==> src/logic/prfn_pkg.sv <==
/*
  Shared constants and carriers for the peripheral request flag and
  non-maskable interrupt block: register offsets, field positions,
  reset values, priority levels and the source classes.
  Assumes a 32-bit AHB-Lite fabric with word-aligned registers.
*/
package prfn_pkg;

  // ****************************************************************
  // register byte offsets
  // ****************************************************************
  localparam logic [7:0] PRFN_OFS_FLAGS_A  = 8'h00;
  localparam logic [7:0] PRFN_OFS_FLAGS_B  = 8'h04;
  localparam logic [7:0] PRFN_OFS_CTRL_0   = 8'h08;
  localparam logic [7:0] PRFN_OFS_CTRL_1   = 8'h0C;
  localparam logic [7:0] PRFN_OFS_PRIO     = 8'h10;
  localparam logic [7:0] PRFN_OFS_STATUS   = 8'h14;

  // ****************************************************************
  // field positions
  // ****************************************************************
  localparam int PRFN_A_SERIAL_TX  = 7;
  localparam int PRFN_A_SERIAL_RX  = 5;
  localparam int PRFN_A_SERIAL_ERR = 4;
  localparam int PRFN_A_DMA_HI     = 3;
  localparam int PRFN_B_ADC        = 4;
  localparam int PRFN_B_SERIAL_TX  = 3;
  localparam int PRFN_B_SERIAL_RX  = 1;
  localparam int PRFN_B_SERIAL_ERR = 0;
  localparam int PRFN_C0_POLARITY  = 0;
  localparam int PRFN_C1_REJECT    = 0;
  localparam int PRFN_C1_OVERRIDE  = 1;
  localparam int PRFN_PRIO_W       = 4;

  // ****************************************************************
  // reset values and levels
  // ****************************************************************
  localparam logic [7:0]  PRFN_FLAGS_RST = 8'h00;
  localparam logic [15:0] PRFN_PRIO_RST  = 16'h0000;
  localparam logic [4:0]  PRFN_LVL_NMI   = 5'h10;
  localparam logic [4:0]  PRFN_LVL_NONE  = 5'h00;

  typedef enum logic [2:0] {
    PRFN_SRC_NONE   = 3'h0,
    PRFN_SRC_NMI    = 3'h1,
    PRFN_SRC_IRQ    = 3'h2,
    PRFN_SRC_ENC    = 3'h3,
    PRFN_SRC_PORT   = 3'h4,
    PRFN_SRC_PERIPH = 3'h5
  } prfn_class_t;

  typedef enum logic [1:0] {
    PRFN_NMI_IDLE    = 2'b00,
    PRFN_NMI_PENDING = 2'b01,
    PRFN_NMI_TAKEN   = 2'b11
  } prfn_nmi_state_t;

  typedef struct packed {
    logic       serial_a_tx;
    logic       serial_a_rx;
    logic       serial_a_error;
    logic [3:0] dma_end;
    logic       adc_done;
    logic       serial_c_tx;
    logic       serial_c_rx;
    logic       serial_c_error;
  } prfn_periph_req_t;

  typedef struct packed {
    logic       status_block_bit;
    logic [3:0] mask_level_bits;
    logic       sleep;
    logic       standby;
  } prfn_cpu_status_t;

  typedef struct packed {
    logic [3:0] irq_level;
    logic [3:0] enc_level;
    logic [3:0] port_level;
  } prfn_ext_levels_t;

endpackage : prfn_pkg

==> src/logic/prfn_top.sv <==
/*
  Peripheral request flags, priority resolution and the non-maskable
  interrupt path, with an AHB-Lite register slave.
  Assumes all inputs synchronous to clk_in, one slave on the bus, and
  the cpu core taking requests through the ack handshake.
*/
// Design decisions made here: the address map and the AHB-Lite interface to the registers.
`timescale 1ns/1ps

// Contract
// - flags a bit 7 mirrors serial a transmit request.
// - flags a bit 5 mirrors serial a receive request.
// - flags a bit 4 mirrors serial a receive error request.
// - flags a bits 3..0 mirror dma channel 3..0 end requests.
// - flags b bit 4 mirrors adc conversion done request.
// - flags b bits 3,1,0 mirror serial c tx, rx, error requests.
// - reserved flag bits always read zero.
// - both flag registers are eight bits and reset to zero.
// - five source classes: nmi, irq, encoded level, port, peripheral.
// - priorities run 0..16; 1 lowest accepted, 16 highest.
// - a source at level 0 is masked and ignored.
// - the nmi always has fixed level 16.
// - nmi accepted when override bit is 1 or status block bit 0.
// - nmi is edge detected; polarity bit picks rising or falling.
// - in sleep or standby the nmi ignores the status block bit.
// - nmi exception leaves the status mask level bits unchanged.
// - while the reject bit is 1 the nmi is not accepted.
// - a detected nmi edge wakes the chip from sleep or standby.
module prfn_top
  import prfn_pkg::*;
(
  input  wire logic             clk_in,
  input  wire logic             reset_in,
  // ahb-lite slave
  input  wire logic             hsel_in,
  input  wire logic [31:0]      haddr_in,
  input  wire logic [1:0]       htrans_in,
  input  wire logic             hwrite_in,
  input  wire logic [2:0]       hsize_in,
  input  wire logic [31:0]      hwdata_in,
  input  wire logic             hready_in,
  output logic                  hreadyout_out,
  output logic                  hresp_out,
  output logic [31:0]           hrdata_out,
  // sources
  input  wire prfn_periph_req_t periph_req_in,
  input  wire prfn_ext_levels_t ext_levels_in,
  input  wire logic             nmi_pin_in,
  // cpu side
  input  wire prfn_cpu_status_t cpu_status_in,
  input  wire logic             cpu_ack_in,
  output logic                  int_req_out,
  output logic [4:0]            int_level_out,
  output prfn_class_t           int_class_out,
  output logic                  nmi_request_out,
  output logic [3:0]            exc_mask_level_out,
  output logic                  wake_out
);

  // ****************************************************************
  // decode helpers
  // ****************************************************************
  function automatic logic [4:0] prfn_gate_level(input logic req,
                                                 input logic [3:0] lvl);
    // level 0 means masked, so a live request there is dropped
    prfn_gate_level = (req && (lvl != 4'h0)) ? {1'b0, lvl} : PRFN_LVL_NONE;
  endfunction : prfn_gate_level

  function automatic logic prfn_hit(input logic [31:0] addr,
                                    input logic [7:0] ofs);
    prfn_hit = (addr[31:2] == {24'h000000, ofs[7:2]});
  endfunction : prfn_hit

  // ****************************************************************
  // state
  // ****************************************************************
  logic [7:0]      peripheral_request_flags_a;
  logic [7:0]      peripheral_request_flags_b;
  logic            nmi_edge_polarity;
  logic            nmi_reject_bit;
  logic            block_override_for_nmi;
  logic [15:0]     prio;
  logic            wr_pend;
  logic [31:0]     wr_addr;
  logic            nmi_s1;
  logic            nmi_s2;
  logic            nmi_stable;
  prfn_nmi_state_t nmi_state;
  prfn_nmi_state_t next_nmi_state;
  logic            nmi_edge;
  logic            nmi_acceptable;
  logic            low_power;
  logic [4:0]      lvl_irq;
  logic [4:0]      lvl_enc;
  logic [4:0]      lvl_port;
  logic [4:0]      lvl_per;
  logic [4:0]      best_level;
  prfn_class_t     best_class;
  logic            addr_phase;
  logic [31:0]     rd_word;

  assign hreadyout_out = 1'b1;
  assign hresp_out     = 1'b0;
  assign addr_phase    = hsel_in && htrans_in[1] && hready_in;
  assign low_power     = cpu_status_in.sleep || cpu_status_in.standby;

  // ****************************************************************
  // request flag registers
  // ****************************************************************
  // flags are a registered copy of the live lines; a read lags by a cycle
  always_ff @(posedge clk_in or posedge reset_in)
  begin
    if (reset_in)
    begin
      peripheral_request_flags_a <= PRFN_FLAGS_RST;
      peripheral_request_flags_b <= PRFN_FLAGS_RST;
    end
    else
    begin
      peripheral_request_flags_a <= PRFN_FLAGS_RST;
      peripheral_request_flags_b <= PRFN_FLAGS_RST;
      peripheral_request_flags_a[PRFN_A_SERIAL_TX]  <= periph_req_in.serial_a_tx;
      peripheral_request_flags_a[PRFN_A_SERIAL_RX]  <= periph_req_in.serial_a_rx;
      peripheral_request_flags_a[PRFN_A_SERIAL_ERR] <= periph_req_in.serial_a_error;
      peripheral_request_flags_a[PRFN_A_DMA_HI:0]   <= periph_req_in.dma_end;
      peripheral_request_flags_b[PRFN_B_ADC]        <= periph_req_in.adc_done;
      peripheral_request_flags_b[PRFN_B_SERIAL_TX]  <= periph_req_in.serial_c_tx;
      peripheral_request_flags_b[PRFN_B_SERIAL_RX]  <= periph_req_in.serial_c_rx;
      peripheral_request_flags_b[PRFN_B_SERIAL_ERR] <= periph_req_in.serial_c_error;
    end
  end

  // ****************************************************************
  // bus slave: address phase capture
  // ****************************************************************
  always_ff @(posedge clk_in or posedge reset_in)
  begin
    if (reset_in)
    begin
      wr_pend <= 1'b0;
      wr_addr <= 32'h00000000;
    end
    else if (hready_in)
    begin
      wr_pend <= addr_phase && hwrite_in;
      wr_addr <= haddr_in;
    end
  end

  // ****************************************************************
  // bus slave: control register writes
  // ****************************************************************
  // flag registers have no write path at all, so writes there are lost
  always_ff @(posedge clk_in or posedge reset_in)
  begin
    if (reset_in)
    begin
      nmi_edge_polarity      <= 1'b0;
      nmi_reject_bit         <= 1'b0;
      block_override_for_nmi <= 1'b0;
      prio                   <= PRFN_PRIO_RST;
    end
    else if (wr_pend)
    begin
      if (prfn_hit(wr_addr, PRFN_OFS_CTRL_0))
      begin
        nmi_edge_polarity <= hwdata_in[PRFN_C0_POLARITY];
      end
      if (prfn_hit(wr_addr, PRFN_OFS_CTRL_1))
      begin
        nmi_reject_bit         <= hwdata_in[PRFN_C1_REJECT];
        block_override_for_nmi <= hwdata_in[PRFN_C1_OVERRIDE];
      end
      if (prfn_hit(wr_addr, PRFN_OFS_PRIO))
      begin
        prio <= hwdata_in[15:0];
      end
    end
  end

  // ****************************************************************
  // bus slave: read data
  // ****************************************************************
  always_comb
  begin
    rd_word = 32'h00000000;
    if (prfn_hit(haddr_in, PRFN_OFS_FLAGS_A))
    begin
      rd_word[7:0] = peripheral_request_flags_a;
    end
    else if (prfn_hit(haddr_in, PRFN_OFS_FLAGS_B))
    begin
      rd_word[7:0] = peripheral_request_flags_b;
    end
    else if (prfn_hit(haddr_in, PRFN_OFS_CTRL_0))
    begin
      rd_word[PRFN_C0_POLARITY] = nmi_edge_polarity;
    end
    else if (prfn_hit(haddr_in, PRFN_OFS_CTRL_1))
    begin
      rd_word[PRFN_C1_REJECT]   = nmi_reject_bit;
      rd_word[PRFN_C1_OVERRIDE] = block_override_for_nmi;
    end
    else if (prfn_hit(haddr_in, PRFN_OFS_PRIO))
    begin
      rd_word[15:0] = prio;
    end
    else if (prfn_hit(haddr_in, PRFN_OFS_STATUS))
    begin
      rd_word[1:0]  = nmi_state;
      rd_word[6:2]  = best_level;
      rd_word[10:8] = best_class;
    end
  end

  // read data is taken in the address phase so it stands from a flop
  always_ff @(posedge clk_in or posedge reset_in)
  begin
    if (reset_in)
    begin
      hrdata_out <= 32'h00000000;
    end
    else if (addr_phase && !hwrite_in)
    begin
      hrdata_out <= rd_word;
    end
  end

  // ****************************************************************
  // nmi edge detection
  // ****************************************************************
  // a level counts only once seen on two edges in a row; shorter
  // pulses are filtered, which is why the driver must hold two cycles
  always_ff @(posedge clk_in or posedge reset_in)
  begin
    if (reset_in)
    begin
      nmi_s1     <= 1'b0;
      nmi_s2     <= 1'b0;
      nmi_stable <= 1'b0;
    end
    else
    begin
      nmi_s1 <= nmi_pin_in;
      nmi_s2 <= nmi_s1;
      if (nmi_s1 == nmi_s2)
      begin
        nmi_stable <= nmi_s2;
      end
    end
  end

  // polarity 1 selects rising, 0 falling
  assign nmi_edge = (nmi_s1 == nmi_s2) && (nmi_s2 != nmi_stable) &&
                    (nmi_s2 == nmi_edge_polarity);

  // reject wins; sleep and standby bypass the block bit
  assign nmi_acceptable = !nmi_reject_bit &&
                          (block_override_for_nmi ||
                           !cpu_status_in.status_block_bit || low_power);

  // ****************************************************************
  // nmi request state
  // ****************************************************************
  always_comb
  begin
    next_nmi_state = nmi_state;
    unique case (nmi_state)
      PRFN_NMI_IDLE:
      begin
        if (nmi_edge)
        begin
          next_nmi_state = PRFN_NMI_PENDING;
        end
      end
      PRFN_NMI_PENDING:
      begin
        if (cpu_ack_in && nmi_request_out)
        begin
          next_nmi_state = nmi_edge ? PRFN_NMI_PENDING : PRFN_NMI_TAKEN;
        end
      end
      PRFN_NMI_TAKEN:
      begin
        // a new edge in the cycle after the ack is kept pending, not lost
        next_nmi_state = nmi_edge ? PRFN_NMI_PENDING : PRFN_NMI_IDLE;
      end
      default:
      begin
        next_nmi_state = PRFN_NMI_IDLE;
      end
    endcase
  end

  always_ff @(posedge clk_in or posedge reset_in)
  begin
    if (reset_in)
    begin
      nmi_state <= PRFN_NMI_IDLE;
    end
    else
    begin
      nmi_state <= next_nmi_state;
    end
  end

  // ****************************************************************
  // priority resolution
  // ****************************************************************
  always_comb
  begin
    lvl_irq  = prfn_gate_level(1'b1, ext_levels_in.irq_level);
    lvl_enc  = prfn_gate_level(1'b1, ext_levels_in.enc_level);
    lvl_port = prfn_gate_level(1'b1, ext_levels_in.port_level);
    lvl_per  = PRFN_LVL_NONE;
    if (prfn_gate_level(periph_req_in.serial_c_tx || periph_req_in.serial_c_rx ||
                        periph_req_in.serial_c_error, prio[15:12]) > lvl_per)
    begin
      lvl_per = {1'b0, prio[15:12]};
    end
    if (prfn_gate_level(periph_req_in.adc_done, prio[11:8]) > lvl_per)
    begin
      lvl_per = {1'b0, prio[11:8]};
    end
    if (prfn_gate_level(|periph_req_in.dma_end, prio[7:4]) > lvl_per)
    begin
      lvl_per = {1'b0, prio[7:4]};
    end
    if (prfn_gate_level(periph_req_in.serial_a_tx || periph_req_in.serial_a_rx ||
                        periph_req_in.serial_a_error, prio[3:0]) > lvl_per)
    begin
      lvl_per = {1'b0, prio[3:0]};
    end
  end

  // ties go to the class checked last, nmi over the rest
  always_comb
  begin
    best_level = PRFN_LVL_NONE;
    best_class = PRFN_SRC_NONE;
    if (lvl_per > best_level)
    begin
      best_level = lvl_per;
      best_class = PRFN_SRC_PERIPH;
    end
    if (lvl_port >= best_level && lvl_port != PRFN_LVL_NONE)
    begin
      best_level = lvl_port;
      best_class = PRFN_SRC_PORT;
    end
    if (lvl_enc >= best_level && lvl_enc != PRFN_LVL_NONE)
    begin
      best_level = lvl_enc;
      best_class = PRFN_SRC_ENC;
    end
    if (lvl_irq >= best_level && lvl_irq != PRFN_LVL_NONE)
    begin
      best_level = lvl_irq;
      best_class = PRFN_SRC_IRQ;
    end
    if (nmi_state == PRFN_NMI_PENDING && nmi_acceptable)
    begin
      best_level = PRFN_LVL_NMI;
      best_class = PRFN_SRC_NMI;
    end
  end

  // ****************************************************************
  // cpu outputs
  // ****************************************************************
  always_ff @(posedge clk_in or posedge reset_in)
  begin
    if (reset_in)
    begin
      int_req_out        <= 1'b0;
      int_level_out      <= PRFN_LVL_NONE;
      int_class_out      <= PRFN_SRC_NONE;
      nmi_request_out    <= 1'b0;
      exc_mask_level_out <= 4'h0;
      wake_out           <= 1'b0;
    end
    else
    begin
      nmi_request_out <= (next_nmi_state == PRFN_NMI_PENDING) && nmi_acceptable;
      int_req_out     <= (best_class == PRFN_SRC_NMI) ||
                         (best_level > {1'b0, cpu_status_in.mask_level_bits});
      int_level_out   <= best_level;
      int_class_out   <= best_class;
      // no source rewrites the mask level on exception entry
      exc_mask_level_out <= cpu_status_in.mask_level_bits;
      wake_out        <= nmi_edge && low_power;
    end
  end

endmodule : prfn_top

==> config.mk <==
export PLATFORM = sky130hd
export DESIGN_NAME = prfn_top
export DESIGN_NICKNAME = d
export VERILOG_FILES = /design/src/logic/prfn_pkg.sv /design/src/logic/prfn_top.sv
export SDC_FILE = /design/constraint.sdc
export NUM_CORES = 1
export LEC_CHECK = 0
export ABC_AREA = 1
export BUFFER_PORTS_ARGS = -buffer_cell sky130_fd_sc_hd__buf_2
export CELL_PAD_IN_SITES_DETAIL_PLACEMENT = 1
export CELL_PAD_IN_SITES_GLOBAL_PLACEMENT = 2
export CORE_ASPECT_RATIO = 0.6
export CORE_MARGIN = 5
export CORE_UTILIZATION = 25
export DETAILED_ROUTE_END_ITERATION = 8
export PLACE_DENSITY = 0.69
export SYNTH_ARGS = -nofsm -noshare
export SYNTH_HDL_FRONTEND = slang
export SYNTH_SLANG_ARGS = --single-unit
==> constraint.sdc <==
create_clock -name clk_in -period 11.2 [get_ports clk_in]
set_clock_uncertainty 0.15 [all_clocks]
set_input_delay 1.68 -clock clk_in [delete_from_list [all_inputs] [get_ports clk_in]]
set_output_delay 1.68 -clock clk_in [all_outputs]
set_load 0.02 [all_outputs]
Word-level counts from Yosys, hierarchy flattened
Cells that the tools add are included.
{ "totals": {"output_inout_bits": 49, "register_bits": 99, "in_bits": 106, "word_cells": 128} }
{ "op_classes": {"n_eq_ne": 15, "mux": 40, "magnitude_cmp": 9, "n_reduce_logical": 45} }
{ "ops": {"columns": ["cell", "n"], "rows": [
  ["equality test 30 x 2 -> 1 bit (second input constant)", 4],
  ["equality test 30 x 3 -> 1 bit (second input constant)", 3],
  ["2-to-1 mux 4 bit", 11],
  ["2-to-1 mux 8 bit", 4],
  ["equality test 30 x 1 -> 1 bit (second input constant)", 1],
  ["logical NOT 30 bit", 1],
  ["2-to-1 mux 5 bit", 6],
  ["nonzero test 4 bit", 7],
  ["2-to-1 mux 3 bit", 7],
  ["logical AND 1 bit", 18],
  ["greater-or-equal comparator 4 x 5 -> 1 bit", 3],
  ["2-to-1 mux 15 bit", 1],
  ["nonzero test 5 bit", 3],
  ["2-to-1 mux 14 bit", 1],
  ["2-to-1 mux 7 bit", 2],
  ["greater-than comparator 4 bit", 3],
  ["logical OR 1 bit", 8],
  ["2-to-1 mux 2 bit", 4],
  ["one-hot mux 2 bit (3 select lines)", 1],
  ["AND reduction 2 bit", 3],
  ["greater-than comparator 5 x 1 -> 1 bit (second input constant)", 1],
  ["greater-than comparator 5 x 4 -> 1 bit", 1],
  ["equality test 2 x 1 -> 1 bit (second input constant)", 2],
  ["greater-than comparator 4 x 1 -> 1 bit (second input constant)", 1],
  ["8 further kinds", 13]
]} }

Depth between registers and ports, before layout
Gate-level depths: netlist of run 1.
{ "logic_depth": {"depth_word": 30, "mapped_depth": 70, "depth_no_buf": 69} }

Least setup slack after synthesis of run 1
Ideal clock, no wire load.
{ "synth_timing": {"kind": "in2reg", "from": "input port periph_req_in[2] in the netlist's numbering", "to": "register int_req_out", "required_ns": 10.977, "path_buffers": 1, "t_arrival_ns": 8.515, "path_stages": 63, "path_slack_ns": 2.462, "setup_ns": 0.073, "path_cell_list": "inv_1 > nand3_1 > nand3_1 > ha_1 > nand2_1 > nand2_1 > nand2_1 > nand2_2 > nand2_4 > nor2_1 > a21oi_1 > inv_1 > ha_1 > nand2_1 > nor2_2 > nand2_1 > nand2_2 > nand2_4 > (+27 left out) > and2_1 > ha_1 > o21ai_0 > nand2_1 > a21oi_1 > o21bai_1 > nand2_2 > o21ai_0 > inv_1 > nand2_1 > inv_1 > ha_1 > nand3_1 > inv_1 > nand4_1 > nand2_1 > inv_1 > a21oi_2"} }
{ "synth_via": {"elab_chain_len": 26, "word_cells_on_any_way": 32, "classes_between": "order compare (9); eq/ne (1); mux (15); reduce/logical (7)"} }
{ "synth_rtl": {"columns": ["element", "line", "source"], "rows": [
  ["start: declaration", "prfn_top.sv:46", "input wire prfn_periph_req_t periph_req_in,"],
  ["logical OR 1 bit * (2 in series)", "prfn_top.sv:316", "if (prfn_gate_level(periph_req_in.serial_c_tx || periph_req_in.serial_c_rx ||"],
  ["logical AND 1 bit *", "prfn_top.sv:66", "prfn_gate_level = (req && (lvl != 4'h0)) ? {1'b0, lvl} : PRFN_LVL_NONE;"],
  ["2-to-1 mux 4 bit *", "prfn_top.sv:66", null],
  ["greater-than comparator 4 x 1 -> 1 bit *", "prfn_top.sv:317", "periph_req_in.serial_c_error, prio[15:12]) > lvl_per)"],
  ["2-to-1 mux 4 bit *", "prfn_top.sv:316", null],
  ["greater-than comparator 4 bit", "prfn_top.sv:321", "if (prfn_gate_level(periph_req_in.adc_done, prio[11:8]) > lvl_per)"],
  ["2-to-1 mux 4 bit *", "prfn_top.sv:321", null],
  ["greater-than comparator 4 bit", "prfn_top.sv:325", "if (prfn_gate_level(|periph_req_in.dma_end, prio[7:4]) > lvl_per)"],
  ["(+10 left out)", null, null],
  ["2-to-1 mux 5 bit *", "prfn_top.sv:351", "if (lvl_enc >= best_level && lvl_enc != PRFN_LVL_NONE)"],
  ["greater-or-equal comparator 4 x 5 -> 1 bit", "prfn_top.sv:356", "if (lvl_irq >= best_level && lvl_irq != PRFN_LVL_NONE)"],
  ["logical AND 1 bit", "prfn_top.sv:356", null],
  ["2-to-1 mux 5 bit *", "prfn_top.sv:356", null],
  ["2-to-1 mux 5 bit *", "prfn_top.sv:361", "if (nmi_state == PRFN_NMI_PENDING && nmi_acceptable)"],
  ["named net best_level[3]", "prfn_top.sv:97", "logic [4:0] best_level;"],
  ["greater-than comparator 5 x 4 -> 1 bit *", "prfn_top.sv:386", "(best_level > {1'b0, cpu_status_in.mask_level_bits});"],
  ["logical OR 1 bit *", "prfn_top.sv:385", "int_req_out <= (best_class == PRFN_SRC_NMI) ||"],
  ["end signal: assignment", "prfn_top.sv:385", null],
  ["end: declaration", "prfn_top.sv:52", "output logic int_req_out,"]
]} }
The timed path passes the listed nets; every way through them passes the cells marked *.
A chain may end at the register's enable or synchronous reset.

Worst setup path after layout of run 1
Same ends and word-level chain as after synthesis.

==> results of run 1 <==
flip-flops by register name, summed over array words and instances (netlist names):
| signal | flops |
|---|---|
| hrdata_out | 16 |
| peripheral_request_flags_a | 7 |
| wr_addr | 30 |
| nmi_stable | 1 |
| exc_mask_level_out | 4 |
| nmi_s2 | 1 |
| int_req_out | 1 |
| block_override_for_nmi | 1 |
| nmi_s1 | 1 |
| peripheral_request_flags_b | 4 |
| int_level_out | 5 |
| nmi_reject_bit | 1 |
| wake_out | 1 |
| wr_pend | 1 |
| nmi_state | 2 |
| nmi_edge_polarity | 1 |
| int_class_out | 3 |
| nmi_request_out | 1 |
| prio | 16 |
metrics by stage:
step                setup WS, ns  power, mW  utilization (%)  instance area, um2
finish                      1.40       1.26             30.8                6550
global route               0.405       1.38             30.8                6550
CTS                         1.35       1.29             30.8                6550
detailed placement          1.03      0.968             29.4                6260
global placement            1.05      0.960             29.4                6260
floorplan                   2.46      0.819                -                5530
cells in the mapped netlist (7+ instances only):
| library cell | number |
|---|---|
| sky130_fd_sc_hd__inv_1 | 117 |
| sky130_fd_sc_hd__nand2_1 | 106 |
| sky130_fd_sc_hd__dfrtp_1 | 97 |
| sky130_fd_sc_hd__nor2_1 | 69 |
| sky130_fd_sc_hd__nand3_1 | 43 |
| sky130_fd_sc_hd__o21ai_0 | 37 |
| sky130_fd_sc_hd__a21oi_1 | 27 |
| sky130_fd_sc_hd__ha_1 | 23 |
| sky130_fd_sc_hd__buf_4 | 18 |
| sky130_fd_sc_hd__nand2_2 | 18 |
| sky130_fd_sc_hd__mux2_2 | 17 |
| sky130_fd_sc_hd__clkbuf_1 | 16 |
| sky130_fd_sc_hd__nand4_1 | 10 |
| sky130_fd_sc_hd__nand3_2 | 9 |
| sky130_fd_sc_hd__nor3_1 | 8 |
| sky130_fd_sc_hd__nor4_1 | 7 |
layer usage:
| layer | share of wire, % | routed length, um | vias to the layer above |
|---|---|---|---|
| met1 | 56 | 9150 | 2160 |
| met2 | 40 | 6480 | 63 |
| met4 | 0.68 | 110 | 0 |
| li1 | - | - | 2344 |
| met3 | 3.1 | 508 | 7 |
| met5 | 0 | 0 | - |
worst reg2reg max path: cells and delay by family (launching register included):
kind,cells,cell delay (ns)
buffers and inverters,7,0.48
adder cells (fa/ha/maj),7,1.98
AND/OR/NAND/NOR,29,3.49
AO/OA/AOI/OAI,16,2.75
flip-flops,1,0.43
cell type report:
class | instances | area [um2] | share of cell area [%]
flip-flops and latches | 97 | 2430 | 37.0
clock buffers | 9 | 225 | 3.44
inverters | 123 | 464 | 7.08
multi-input cells | 436 | 2440 | 37.2
clock inverters | 6 | 66.3 | 1.01
well taps | 279 | 349 | 5.33
repair buffers | 116 | 586 | 8.93
power groups by stage:
stage               Combinational, mW  Sequential [mW]  Clock, mW
finish                          0.550            0.403      0.310
global route                    0.634            0.406      0.339
CTS                             0.560            0.404      0.324
detailed placement              0.558            0.411          0
global placement                0.551            0.410          0
floorplan                       0.391            0.428          0
cell families after synthesis:
kind of cell,count (synthesis)
mux,17
fa+ha+maj,23
flops,97
compound gates,94
other cells,2
buf+inv,160
simple gates,284
path summary, 6_finish.rpt:
path	startpoint	end	cells past startpoint
worst min-delay path	nmi_s1	nmi_s2	0
min in group asynchronous	reset_in	nmi_state[1]	2
max in group asynchronous	reset_in	prio[11]	3
worst min register to register	nmi_s1	nmi_s2	0
worst max register to register	prio[8]	int_req_out	59
worst max-delay path	periph_req_in[2]	int_req_out	63
==> implementation parameters, run 1 <==
Parameter                              Value

Run status
  Outcome    complete, no violations

Routing
  DRT iter0 DRCs    between 200 and 250
  DRT Pass-1 Iters    4
  Wire per inst    between 15 and 20 um
  Via/cell ratio    around 4.3
  Total routed wirelength    16.2 mm
  Total vias in the final route    4,574
  DRC violation count after routing    0
  Number of nets still failing antenna checks after routing    0

Setup path
  CP max stage cell    sky130_fd_sc_hd__ha_1
  Worst reg-to-reg setup slack    1.86 ns
  Worst Path Required    11.32 ns
  Critical path's largest stage delay    0.35 ns
  Number of buffers and inverters on the critical path    9
  Data arrival time of the critical path    9.92 ns
  Worst setup path class    in2reg
  Kind of end point of the critical path    register
  Library cell appearing most often on the critical path    sky130_fd_sc_hd__nand2_1
  Delay-heaviest family, CP    simple AND/OR/NAND/NOR gates
  Peak fanout along the critical path    12
  Crit start category    primary input

Clock tree
  Cts bufs inserted    9
  TritonCTS clock tree    yes
  Clock edge transition at the registers on the reported setup and hold paths    0.07 ns
  Largest buffer count on any clock path    2
  Htree depth    3
  Post-CTS sizing    0
  Worst-Skew Late Latency    0.34 ns
  Clock sink count    97
  Clock Root Buffer    sky130_fd_sc_hd__clkbuf_16
  Post-cts hold buffer count    0
  # Post-CTS Setup Buffers    0

Place
  Detailed Place HPWL    13.5 mm
  Port-buffer cells    114
  Placed insts    1,051
  Global placement routability congestion    between 0.7 and 0.8

Power and ir drop
  Cell Pwr Density    193 nW/um2
  LEAKAGE    between 3 and 4 nW
  Power dissipated by switching net loads    ~0.51 mW
  Share of total power in sequential cells    a little under a third
  Worst supply voltage drop on vdd    69.7 uV
  Combinational fraction of design power    43.6%
  Switching power share of the total    just over 40%
  Clock network fraction of design power    roughly a quarter
  P_int    around 0.75 mW

Layout
  Top library cells by usage in the layout, fill and taps aside    sky130_fd_sc_hd__inv_1, sky130_fd_sc_hd__buf_2, sky130_fd_sc_hd__nand2_1
  Leading cell type in the layout, fill and taps excluded    sky130_fd_sc_hd__inv_1
  Layout cells sized above 1    24.7%
  Count of antenna diodes in the layout    0
  Area growth from synthesis to final layout    19.8%
  Final net count    912
  Filler-free cell count of the finished design    ~1.1k
  Final-layout fill cell count    2,596

Synthesis
  Portion of synthesized cell area occupied by the leading cell type    44.4%
  Xor/xnor cell area share of the yosys netlist    0%
  Leading area contributor after synthesis    sky130_fd_sc_hd__dfrtp_1
  Post-synth cell types    42
  Mean area per synthesized cell    8.08 um2
  Post-synthesis mux area share    3.50%
  Most common flop cell mapped by yosys    sky130_fd_sc_hd__dfrtp_1
  Simple-gate share of the synthesized area    24.3%
  Combinational family with the most area after synthesis    simple AND/OR/NAND/NOR gates
  Fraction of the mapped netlist area in compound gates    10.2%
  EDFF count, synth    0
  Flop and latch count out of synthesis    97
  Adder-cell share of the synthesized area    approximately 5.3%
  Post-Synthesis Cells    677
  Cell area after synthesis    5470 um2
  Sequential share of the synthesized area    44.4%
  Async S/R FF share, synth    100%
  Number of synthesis warnings    0
  Cell types occupying the most area after synthesis    sky130_fd_sc_hd__dfrtp_1, sky130_fd_sc_hd__inv_1, sky130_fd_sc_hd__nand2_1, sky130_fd_sc_hd__ha_1, sky130_fd_sc_hd__nor2_1

STA
  Maximum frequency from static timing analysis    102 MHz
  Total count of hold-check failures in the final report    0
  Hold_ws    roughly 0.31 ns
  Worst slew slack as a fraction of its limit    40.2%
  Setup repair after global routing missed its margin    false
  Final cycle utilization of the critical path    87.5%
  Finish-stage setup viols    0
  Worst-margin pin slew    0.885 ns
  Slew Limit Fails    0
  Min Tclk post-route    9.80 ns
  Aggregate negative setup slack    0 ns

Floorplan
  Die width    201 um
  Core region area    21,300 um2
  Initial cell density of the core    between 20% and 30%
  Count of standard-cell rows    41
  Die Area    25,000 um2
  Boundary pin count    155
  Chip height    125 um

Global route
  Total grt overflow    0
  Global router's overall resource usage    between 10% and 20%
  GR Util met2    18.6%
  Met1 usage    20.8%
  Met3 Track Usage GR    between 2 and 3%
  First-pass GRT wire length    26.8 mm
  Highest-utilization routing layer at the global route stage    met1
  Maximum number of pins on one net before global-route repair    68
  Initial antenna violation count    0
  Number of global-route vias before repair    4,746

Flow run
  Max_cap viols    0

Worst hold path
  Worst hold path class    reg2reg
Power figures use the tool's default switching activity.
==> run 2, diff against run 1 <==
Clock period 11.2 ns to 11.8 ns, I/O delays scaled along.
==> run 2 against run 1 <==
- combinational power is 4.9% lower
- sequential power shrank 5.0%
- global-route usage down 0.31 points
- largest cell class unchanged
- non-clock buffer count is the same
- routed wire length grew 0.35%
- via count rose by 0.22%
- final cell count increased by 0.28%
- register-to-register slack improved by 0.67 ns
- power is 4.0% lower
==> implementation parameters, run 2 (same netlist as run 1, synthesis figures left out) <==
Parameter                              Value

Run status
  Outcome    complete, no violations (unchanged)

Setup path
  Number of buffers and inverters on the critical path    8 (was 9)
  Critical path's largest stage delay    0.35 ns (about the same)
  Delay-heaviest family, CP    simple AND/OR/NAND/NOR gates (unchanged)
  Library cell appearing most often on the critical path    sky130_fd_sc_hd__nand2_1 (unchanged)
  Kind of end point of the critical path    register (unchanged)
  Worst Path Required    11.93 ns (was 11.32 ns)
  Data arrival time of the critical path    10.03 ns (was 9.92 ns)
  Crit start category    primary input (unchanged)
  Peak fanout along the critical path    12 (unchanged)
  CP max stage cell    sky130_fd_sc_hd__ha_1 (unchanged)
  Worst setup path class    in2reg (unchanged)

Flow run
  Max_cap viols    0 (unchanged)

STA
  Slew Limit Fails    0 (unchanged)
  Aggregate negative setup slack    0 ns (unchanged)
  Worst-margin pin slew    0.857 ns (was 0.885 ns)
  Maximum frequency from static timing analysis    101 MHz
  Final cycle utilization of the critical path    83.9%
  Setup repair after global routing missed its margin    false (unchanged)
  Min Tclk post-route    9.90 ns
  Slack of the critical path    1.90 ns (was 1.40 ns)
  Worst slew slack as a fraction of its limit    42.9% (was 40.2%)
  Finish-stage setup viols    0 (unchanged)
  Total count of hold-check failures in the final report    0 (unchanged)

Layout
  Most flops, register    wr_addr (unchanged)
  Area growth from synthesis to final layout    20.1% (was 19.8%)
  Register cell area after layout    2430 um2 (unchanged)
  Top library cells by usage in the layout, fill and taps aside    sky130_fd_sc_hd__inv_1, sky130_fd_sc_hd__buf_2, sky130_fd_sc_hd__nand2_1 (unchanged)
  Layout cells sized above 1    24.6% (was 24.7%)
  Final net count    912 (unchanged)
  Biggest regs    wr_addr: 30 flops, hrdata_out: 16 flops, prio: 16 flops (unchanged)
  Final-layout fill cell count    2,565 (was 2,596)
  Leading cell type in the layout, fill and taps excluded    sky130_fd_sc_hd__inv_1 (unchanged)
  Number of flip-flops in the largest register    30 (unchanged)
  Footprint of the multi-input gates    2440 um2 (unchanged)

Clock tree
  TritonCTS clock tree    yes (unchanged)
  Largest buffer count on any clock path    2 (unchanged)
  Worst-Skew Late Latency    0.35 ns (was 0.34 ns)
  Post-CTS sizing    0 (unchanged)
  Clock sink count    97 (unchanged)
  Post-cts hold buffer count    0 (unchanged)
  # Post-CTS Setup Buffers    0 (unchanged)
  Cts bufs inserted    9 (unchanged)
  Clock edge transition at the registers on the reported setup and hold paths    0.08 ns (was 0.07 ns)
  Clock Root Buffer    sky130_fd_sc_hd__clkbuf_16 (unchanged)
  Htree depth    3 (unchanged)

Floorplan
  Die Area    25,000 um2 (unchanged)
  Chip height    125 um (unchanged)
  Die width    201 um (unchanged)
  Boundary pin count    155 (unchanged)
  Core region area    21,300 um2 (unchanged)
  Initial cell density of the core    25.7% (unchanged)
  Count of standard-cell rows    41 (unchanged)

Global route
  Number of global-route vias before repair    4,595 (was 4,746)
  Initial antenna violation count    1 (was 0)
  Maximum number of pins on one net before global-route repair    67 (was 68)
  Total grt overflow    0 (unchanged)
  First-pass GRT wire length    26.0 mm (was 26.8 mm)
  Global router's overall resource usage    12.9% (was 13.2%)

Worst hold path
  Worst hold path class    reg2reg (unchanged)

Routing
  DRT iter0 DRCs    211 (was 226)
  Via/cell ratio    4.29 (about the same)
  DRT Pass-1 Iters    4 (unchanged)
  Total routed wirelength    16.3 mm (was 16.2 mm)
  DRC violation count after routing    0 (unchanged)
  Number of nets still failing antenna checks after routing    0 (unchanged)
  Wire per inst    15.3 um (was 15.2 um)
  Total vias in the final route    4,584 (was 4,574)

Place
  Detailed Place HPWL    13.4 mm (was 13.5 mm)
  Port-buffer cells    114 (unchanged)
  Setup WS pre-CTS    1.46 ns (was 1.03 ns)
  Global placement routability congestion    0.754 (was 0.759)

Power and ir drop
  Cell Pwr Density    184 nW/um2 (was 193 nW/um2)
  LEAKAGE    3.46 nW (about the same)
  Clock network fraction of design power    25.2% (was 24.5%)
  Combinational fraction of design power    43.2% (was 43.6%)
  Switching power share of the total    41.1% (was 40.7%)
  Share of total power in sequential cells    31.6% (was 31.9%)
  P_int    0.714 mW (was 0.749 mW)
  Worst supply voltage drop on vdd    85.4 uV (was 69.7 uV)
  PnR Total Power    1.21 mW (was 1.26 mW)
  Power dissipated by switching net loads    0.498 mW (was 0.514 mW)
[run 2: cell types whose count changed in the layout (fill, tap and decap cells not counted)]
cell	change
sky130_fd_sc_hd__clkinv_2	-2
sky130_fd_sc_hd__clkinvlp_4	+2
sky130_fd_sc_hd__diode_2	+2
sky130_fd_sc_hd__clkbuf_1	+1
sky130_fd_sc_hd__clkinv_4	-1
sky130_fd_sc_hd__inv_8	+1
[run 2: stage by stage]
| stage | hold WS (ns) | instances | instance area, um2 | util (%) |
|---|---|---|---|---|
| floorplan | 0.245 | 693 | 5530 | - |
| global placement | 0.282 | 1051 | 6260 | 29.4 |
| detailed placement | 0.264 | 1051 | 6260 | 29.4 |
| CTS | 0.296 | 1067 | 6570 | 30.8 |
| global route | 0.311 | 1067 | 6570 | 30.8 |
| finish | 0.296 | 1069 | 6570 | 30.9 |
[run 2: layer usage]
metal	wire length, um	track usage (%)	vias up	part of all wire [%]
met2	6420	17.8	76	39
met1	9110	20.6	2154	56
met3	604	2.24	13	3.7
met4	173	2.55	0	1.1
li1	-	-	2341	-
met5	0	0	-	0
[run 2: worst paths after layout]
path                             startpoint           to  slack [ns]  cells past startpoint
setup / recovery           periph_req_in[2]  int_req_out        1.90                     63
hold / removal                       nmi_s1       nmi_s2        0.30                      0
setup reg to reg                    prio[8]  int_req_out        2.53                     59
hold reg to reg                      nmi_s1       nmi_s2        0.30                      0
max in group asynchronous          reset_in      prio[7]        9.03                      3
min in group asynchronous          reset_in   wr_addr[8]        1.27                      2
[run 2: area by class of cell]
type / instances / area share [%]
flip-flops and latches: 97 / 36.9
well taps: 279 / 5.31
diodes: 2 / 0.0762
inverters: 123 / 7.07
clock inverters: 6 / 1.12
clock buffers: 10 / 3.49
multi-input cells: 436 / 37.1
repair buffers: 116 / 8.91
[run 2: power groups by stage]
stage	Combinational (mW)	Clock (mW)	Sequential [mW]
after global placement	0.523	0	0.389
after global routing	0.603	0.331	0.386
after detailed placement	0.532	0	0.390
after floorplan	0.371	0	0.406
final	0.523	0.306	0.383
after CTS	0.535	0.314	0.384
==> run 3, diff against run 2 <==
Settings changed: ABC_AREA 1 to 0, PLACE_DENSITY 0.69 to 0.68.
Clock period 11.8 ns to 8.8 ns, I/O delays scaled along.
==> run 3 against run 2 <==
- the flow now finishes with violations (setup timing)
- hold slack better by 0.0090 ns
- final cell count is 3.7% lower
- count of clock-buffer cells in the layout unchanged
- combinational power fell by 14%
- sequential share of layout area decreased by 6.1 points
- critical path depth down 15
- flip-flop and latch count unchanged
- via count is 7.0% higher
- global-route usage increased by 3.2 points
- die area decreased by 0.94%
- routed wire length up 20%
- worst setup slack got worse by 3.1 ns
- critical endpoint unchanged
==> implementation parameters, run 3 <==
Parameter                              Value

Layout
  Area growth from synthesis to final layout    45.3% (was 20.1%)
  Count of antenna diodes in the layout    0 (was 2)
  Top library cells by usage in the layout, fill and taps aside    sky130_fd_sc_hd__buf_2, sky130_fd_sc_hd__buf_4, sky130_fd_sc_hd__dfrtp_1 (was sky130_fd_sc_hd__inv_1, sky130_fd_sc_hd__buf_2, sky130_fd_sc_hd__nand2_1)
  Number of flip-flops in the largest register    30 (unchanged)
  Layout cells sized above 1    50.5% (was 24.6%)
  Leading cell type in the layout, fill and taps excluded    sky130_fd_sc_hd__buf_2 (was sky130_fd_sc_hd__inv_1)
  Biggest regs    wr_addr: 30 flops, hrdata_out: 16 flops, prio: 16 flops (unchanged)
  Final Core Density    37.1% (was 30.9%)
  Final net count    874 (was 912)
  Most flops, register    wr_addr (unchanged)

Floorplan
  Count of standard-cell rows    41 (unchanged)
  Chip height    124 um (was 125 um)
  Boundary pin count    155 (unchanged)
  Die width    200 um (was 201 um)
  Die Area    24,800 um2 (was 25,000 um2)
  Initial cell density of the core    25.6% (was 25.7%)
  Core region area    21,200 um2 (was 21,300 um2)

Global route
  Initial antenna violation count    0 (was 1)
  Global router's overall resource usage    16.1% (was 12.9%)
  Maximum number of pins on one net before global-route repair    64 (was 67)
  Highest-utilization routing layer at the global route stage    met2 (was met1)
  Met3 Track Usage GR    3.65% (was 2.24%)
  Total grt overflow    0 (unchanged)
  First-pass GRT wire length    30.9 mm (was 26.0 mm)
  GR Util met2    26.0% (was 17.8%)
  Number of global-route vias before repair    5,616 (was 4,595)
  Met1 usage    22.4% (was 20.6%)

Place
  Port-buffer cells    114 (unchanged)
  Detailed Place HPWL    15.4 mm (was 13.4 mm)
  Setup WS pre-CTS    -1.85 ns (was 1.46 ns)
  Global placement routability congestion    0.873 (was 0.754)

Clock tree
  Post-cts hold buffer count    0 (unchanged)
  Htree depth    3 (unchanged)
  Clock Root Buffer    sky130_fd_sc_hd__clkbuf_16 (unchanged)
  Clock edge transition at the registers on the reported setup and hold paths    0.07 ns (was 0.08 ns)
  Largest buffer count on any clock path    2 (unchanged)
  Clock sink count    97 (unchanged)
  Worst-Skew Late Latency    0.35 ns (about the same)
  Cts bufs inserted    9 (unchanged)
  TritonCTS clock tree    yes (unchanged)

STA
  Min Tclk post-route    about 10 ns
  Worst-margin pin slew    1.00 ns (was 0.857 ns)
  Slew Limit Fails    0 (unchanged)
  Hold_ws    0.305 ns (was 0.296 ns)
  Finish-stage setup viols    15 (was 0)
  Slack of the critical path    -1.24 ns (was 1.90 ns)
  Setup repair after global routing missed its margin    true (was false)
  Total count of hold-check failures in the final report    0 (unchanged)
  Worst slew slack as a fraction of its limit    32.1% (was 42.9%)
  Final cycle utilization of the critical path    114%
  Maximum frequency from static timing analysis    99.6 MHz
  Aggregate negative setup slack    -10.31 ns (was 0 ns)

Synthesis
  Post-synth cell types    73 (was 42)
  Most frequent cells after synthesis    sky130_fd_sc_hd__dfrtp_1, sky130_fd_sc_hd__nand2_1, sky130_fd_sc_hd__mux2_2, sky130_fd_sc_hd__nor2_1 (was sky130_fd_sc_hd__inv_1, sky130_fd_sc_hd__nand2_1, sky130_fd_sc_hd__dfrtp_1, sky130_fd_sc_hd__nor2_1, sky130_fd_sc_hd__nand3_1)
  Most repeated cell in the gate-level netlist after synthesis    sky130_fd_sc_hd__dfrtp_1 (was sky130_fd_sc_hd__inv_1)
  Number of synthesis warnings    0 (unchanged)
  EDFF count, synth    0 (unchanged)
  Cell types occupying the most area after synthesis    sky130_fd_sc_hd__dfrtp_1, sky130_fd_sc_hd__mux2_2, sky130_fd_sc_hd__ha_1, sky130_fd_sc_hd__nand2_1, sky130_fd_sc_hd__buf_4 (was sky130_fd_sc_hd__dfrtp_1, sky130_fd_sc_hd__inv_1, sky130_fd_sc_hd__nand2_1, sky130_fd_sc_hd__ha_1, sky130_fd_sc_hd__nor2_1)
  Portion of synthesized cell area occupied by the leading cell type    44.8% (was 44.4%)
  Cell area after synthesis    5420 um2 (was 5470 um2)
  Async S/R FF share, synth    100% (unchanged)
  Sequential share of the synthesized area    44.8% (was 44.4%)
  Leading area contributor after synthesis    sky130_fd_sc_hd__dfrtp_1 (unchanged)
  Mean area per synthesized cell    10.2 um2 (was 8.08 um2)
  Flop and latch count out of synthesis    97 (unchanged)
  Post-Synthesis Cells    533 (was 677)
  Most common flop cell mapped by yosys    sky130_fd_sc_hd__dfrtp_1 (unchanged)

Power and ir drop
  PnR Total Power    1.41 mW (was 1.21 mW)
  LEAKAGE    3.63 nW (was 3.46 nW)
  Combinational fraction of design power    32.0% (was 43.2%)
  Clock network fraction of design power    31.4% (was 25.2%)
  P_int    0.963 mW (was 0.714 mW)
  Cell Pwr Density    179 nW/um2 (was 184 nW/um2)
  Switching power share of the total    31.8% (was 41.1%)
  Share of total power in sequential cells    36.6% (was 31.6%)
  Worst supply voltage drop on vdd    101 uV (was 85.4 uV)
  Power dissipated by switching net loads    0.449 mW (was 0.498 mW)

Run status
  Outcome    finished, violations left (was complete, no violations)
  Violated checks    setup timing

Routing
  DRT Pass-1 Iters    4 (unchanged)
  Wire per inst    18.9 um (was 15.3 um)
  Total vias in the final route    4,906 (was 4,584)
  Total routed wirelength    19.5 mm (was 16.3 mm)
  DRC violation count after routing    0 (unchanged)
  DRT iter0 DRCs    244 (was 211)
  Via/cell ratio    4.77 (was 4.29)
  Number of nets still failing antenna checks after routing    0 (unchanged)

Setup path
  Number of buffers and inverters on the critical path    5 (was 8)
  Delay-heaviest family, CP    compound AO/OA/AOI/OAI gates (was simple AND/OR/NAND/NOR gates)
  Worst setup path class    in2reg (unchanged)
  Critical path's largest stage delay    0.43 ns (was 0.35 ns)
  Crit start category    primary input (unchanged)
  CP max stage cell    sky130_fd_sc_hd__or3_4 (was sky130_fd_sc_hd__ha_1)
  Kind of end point of the critical path    register (unchanged)
  Peak fanout along the critical path    4 (was 12)
  Worst Path Required    8.86 ns (was 11.93 ns)
  Data arrival time of the critical path    10.10 ns (was 10.03 ns)
  Worst reg-to-reg setup slack    -0.38 ns (was 2.53 ns)

Worst hold path
  Worst hold path class    reg2reg (unchanged)

Flow run
  Max_cap viols    0 (unchanged)
==> run 3: power by group through the flow <==
stage	sequential, mW	combinational [mW]	clock, mW
after floorplan	0.550	0.195	0
after global placement	0.522	0.358	0
after detailed placement	0.526	0.376	0
after CTS	0.517	0.426	0.456
after global routing	0.522	0.493	0.476
final	0.517	0.452	0.443
==> run 3: area by class of cell <==
| class | count | area (um2) |
|---|---|---|
| repair buffers | 227 | 1460 |
| multi-input cells | 389 | 3220 |
| inverters | 21 | 81.3 |
| clock buffers | 10 | 239 |
| well taps | 279 | 349 |
| fillers | 2397 | 13300 |
| clock inverters | 6 | 95.1 |
| flip-flops and latches | 97 | 2430 |
==> run 3: per-layer routing <==
layer	share of wire, %	up-vias
met5	0	-
met2	47	95
li1	-	2326
met1	48	2473
met4	0.68	0
met3	4.5	12
==> run 3: logic make-up after synthesis <==
logic type	synth area share [%]
AO/OA/AOI/OAI	13.2
other	0.139
multiplexers	11.7
adder cells (fa/ha/maj)	6.10
flip-flops	44.8
buffers and inverters	5.73
AND/OR/NAND/NOR	18.4
==> run 3: path summary, 6_finish.rpt <==
| kind | startpoint | to | cells past startpoint |
|---|---|---|---|
| hold / removal | nmi_s1 | nmi_s2 | 0 |
| hold reg to reg | nmi_s1 | nmi_s2 | 0 |
| max in group asynchronous | reset_in | int_req_out | 3 |
| setup / recovery | periph_req_in[2] | int_req_out | 48 |
| min in group asynchronous | reset_in | hrdata_out[0] | 2 |
| setup reg to reg | prio[14] | int_req_out | 52 |
==> run 3: stage by stage <==
step | cells | area, um2
after global placement | 980 | 6970
final | 1029 | 7870
after CTS | 1025 | 7710
after floorplan | 549 | 5690
after detailed placement | 980 | 6970
after global routing | 1029 | 7870
==> run 3: repair_timing <==
action	4_1_cts	5_1_grt
gates resized for setup	39	26
hold endpoints to repair	0	0
setup buffers	32	8
endpoints found under the setup margin	15	15
pin swaps	25	21
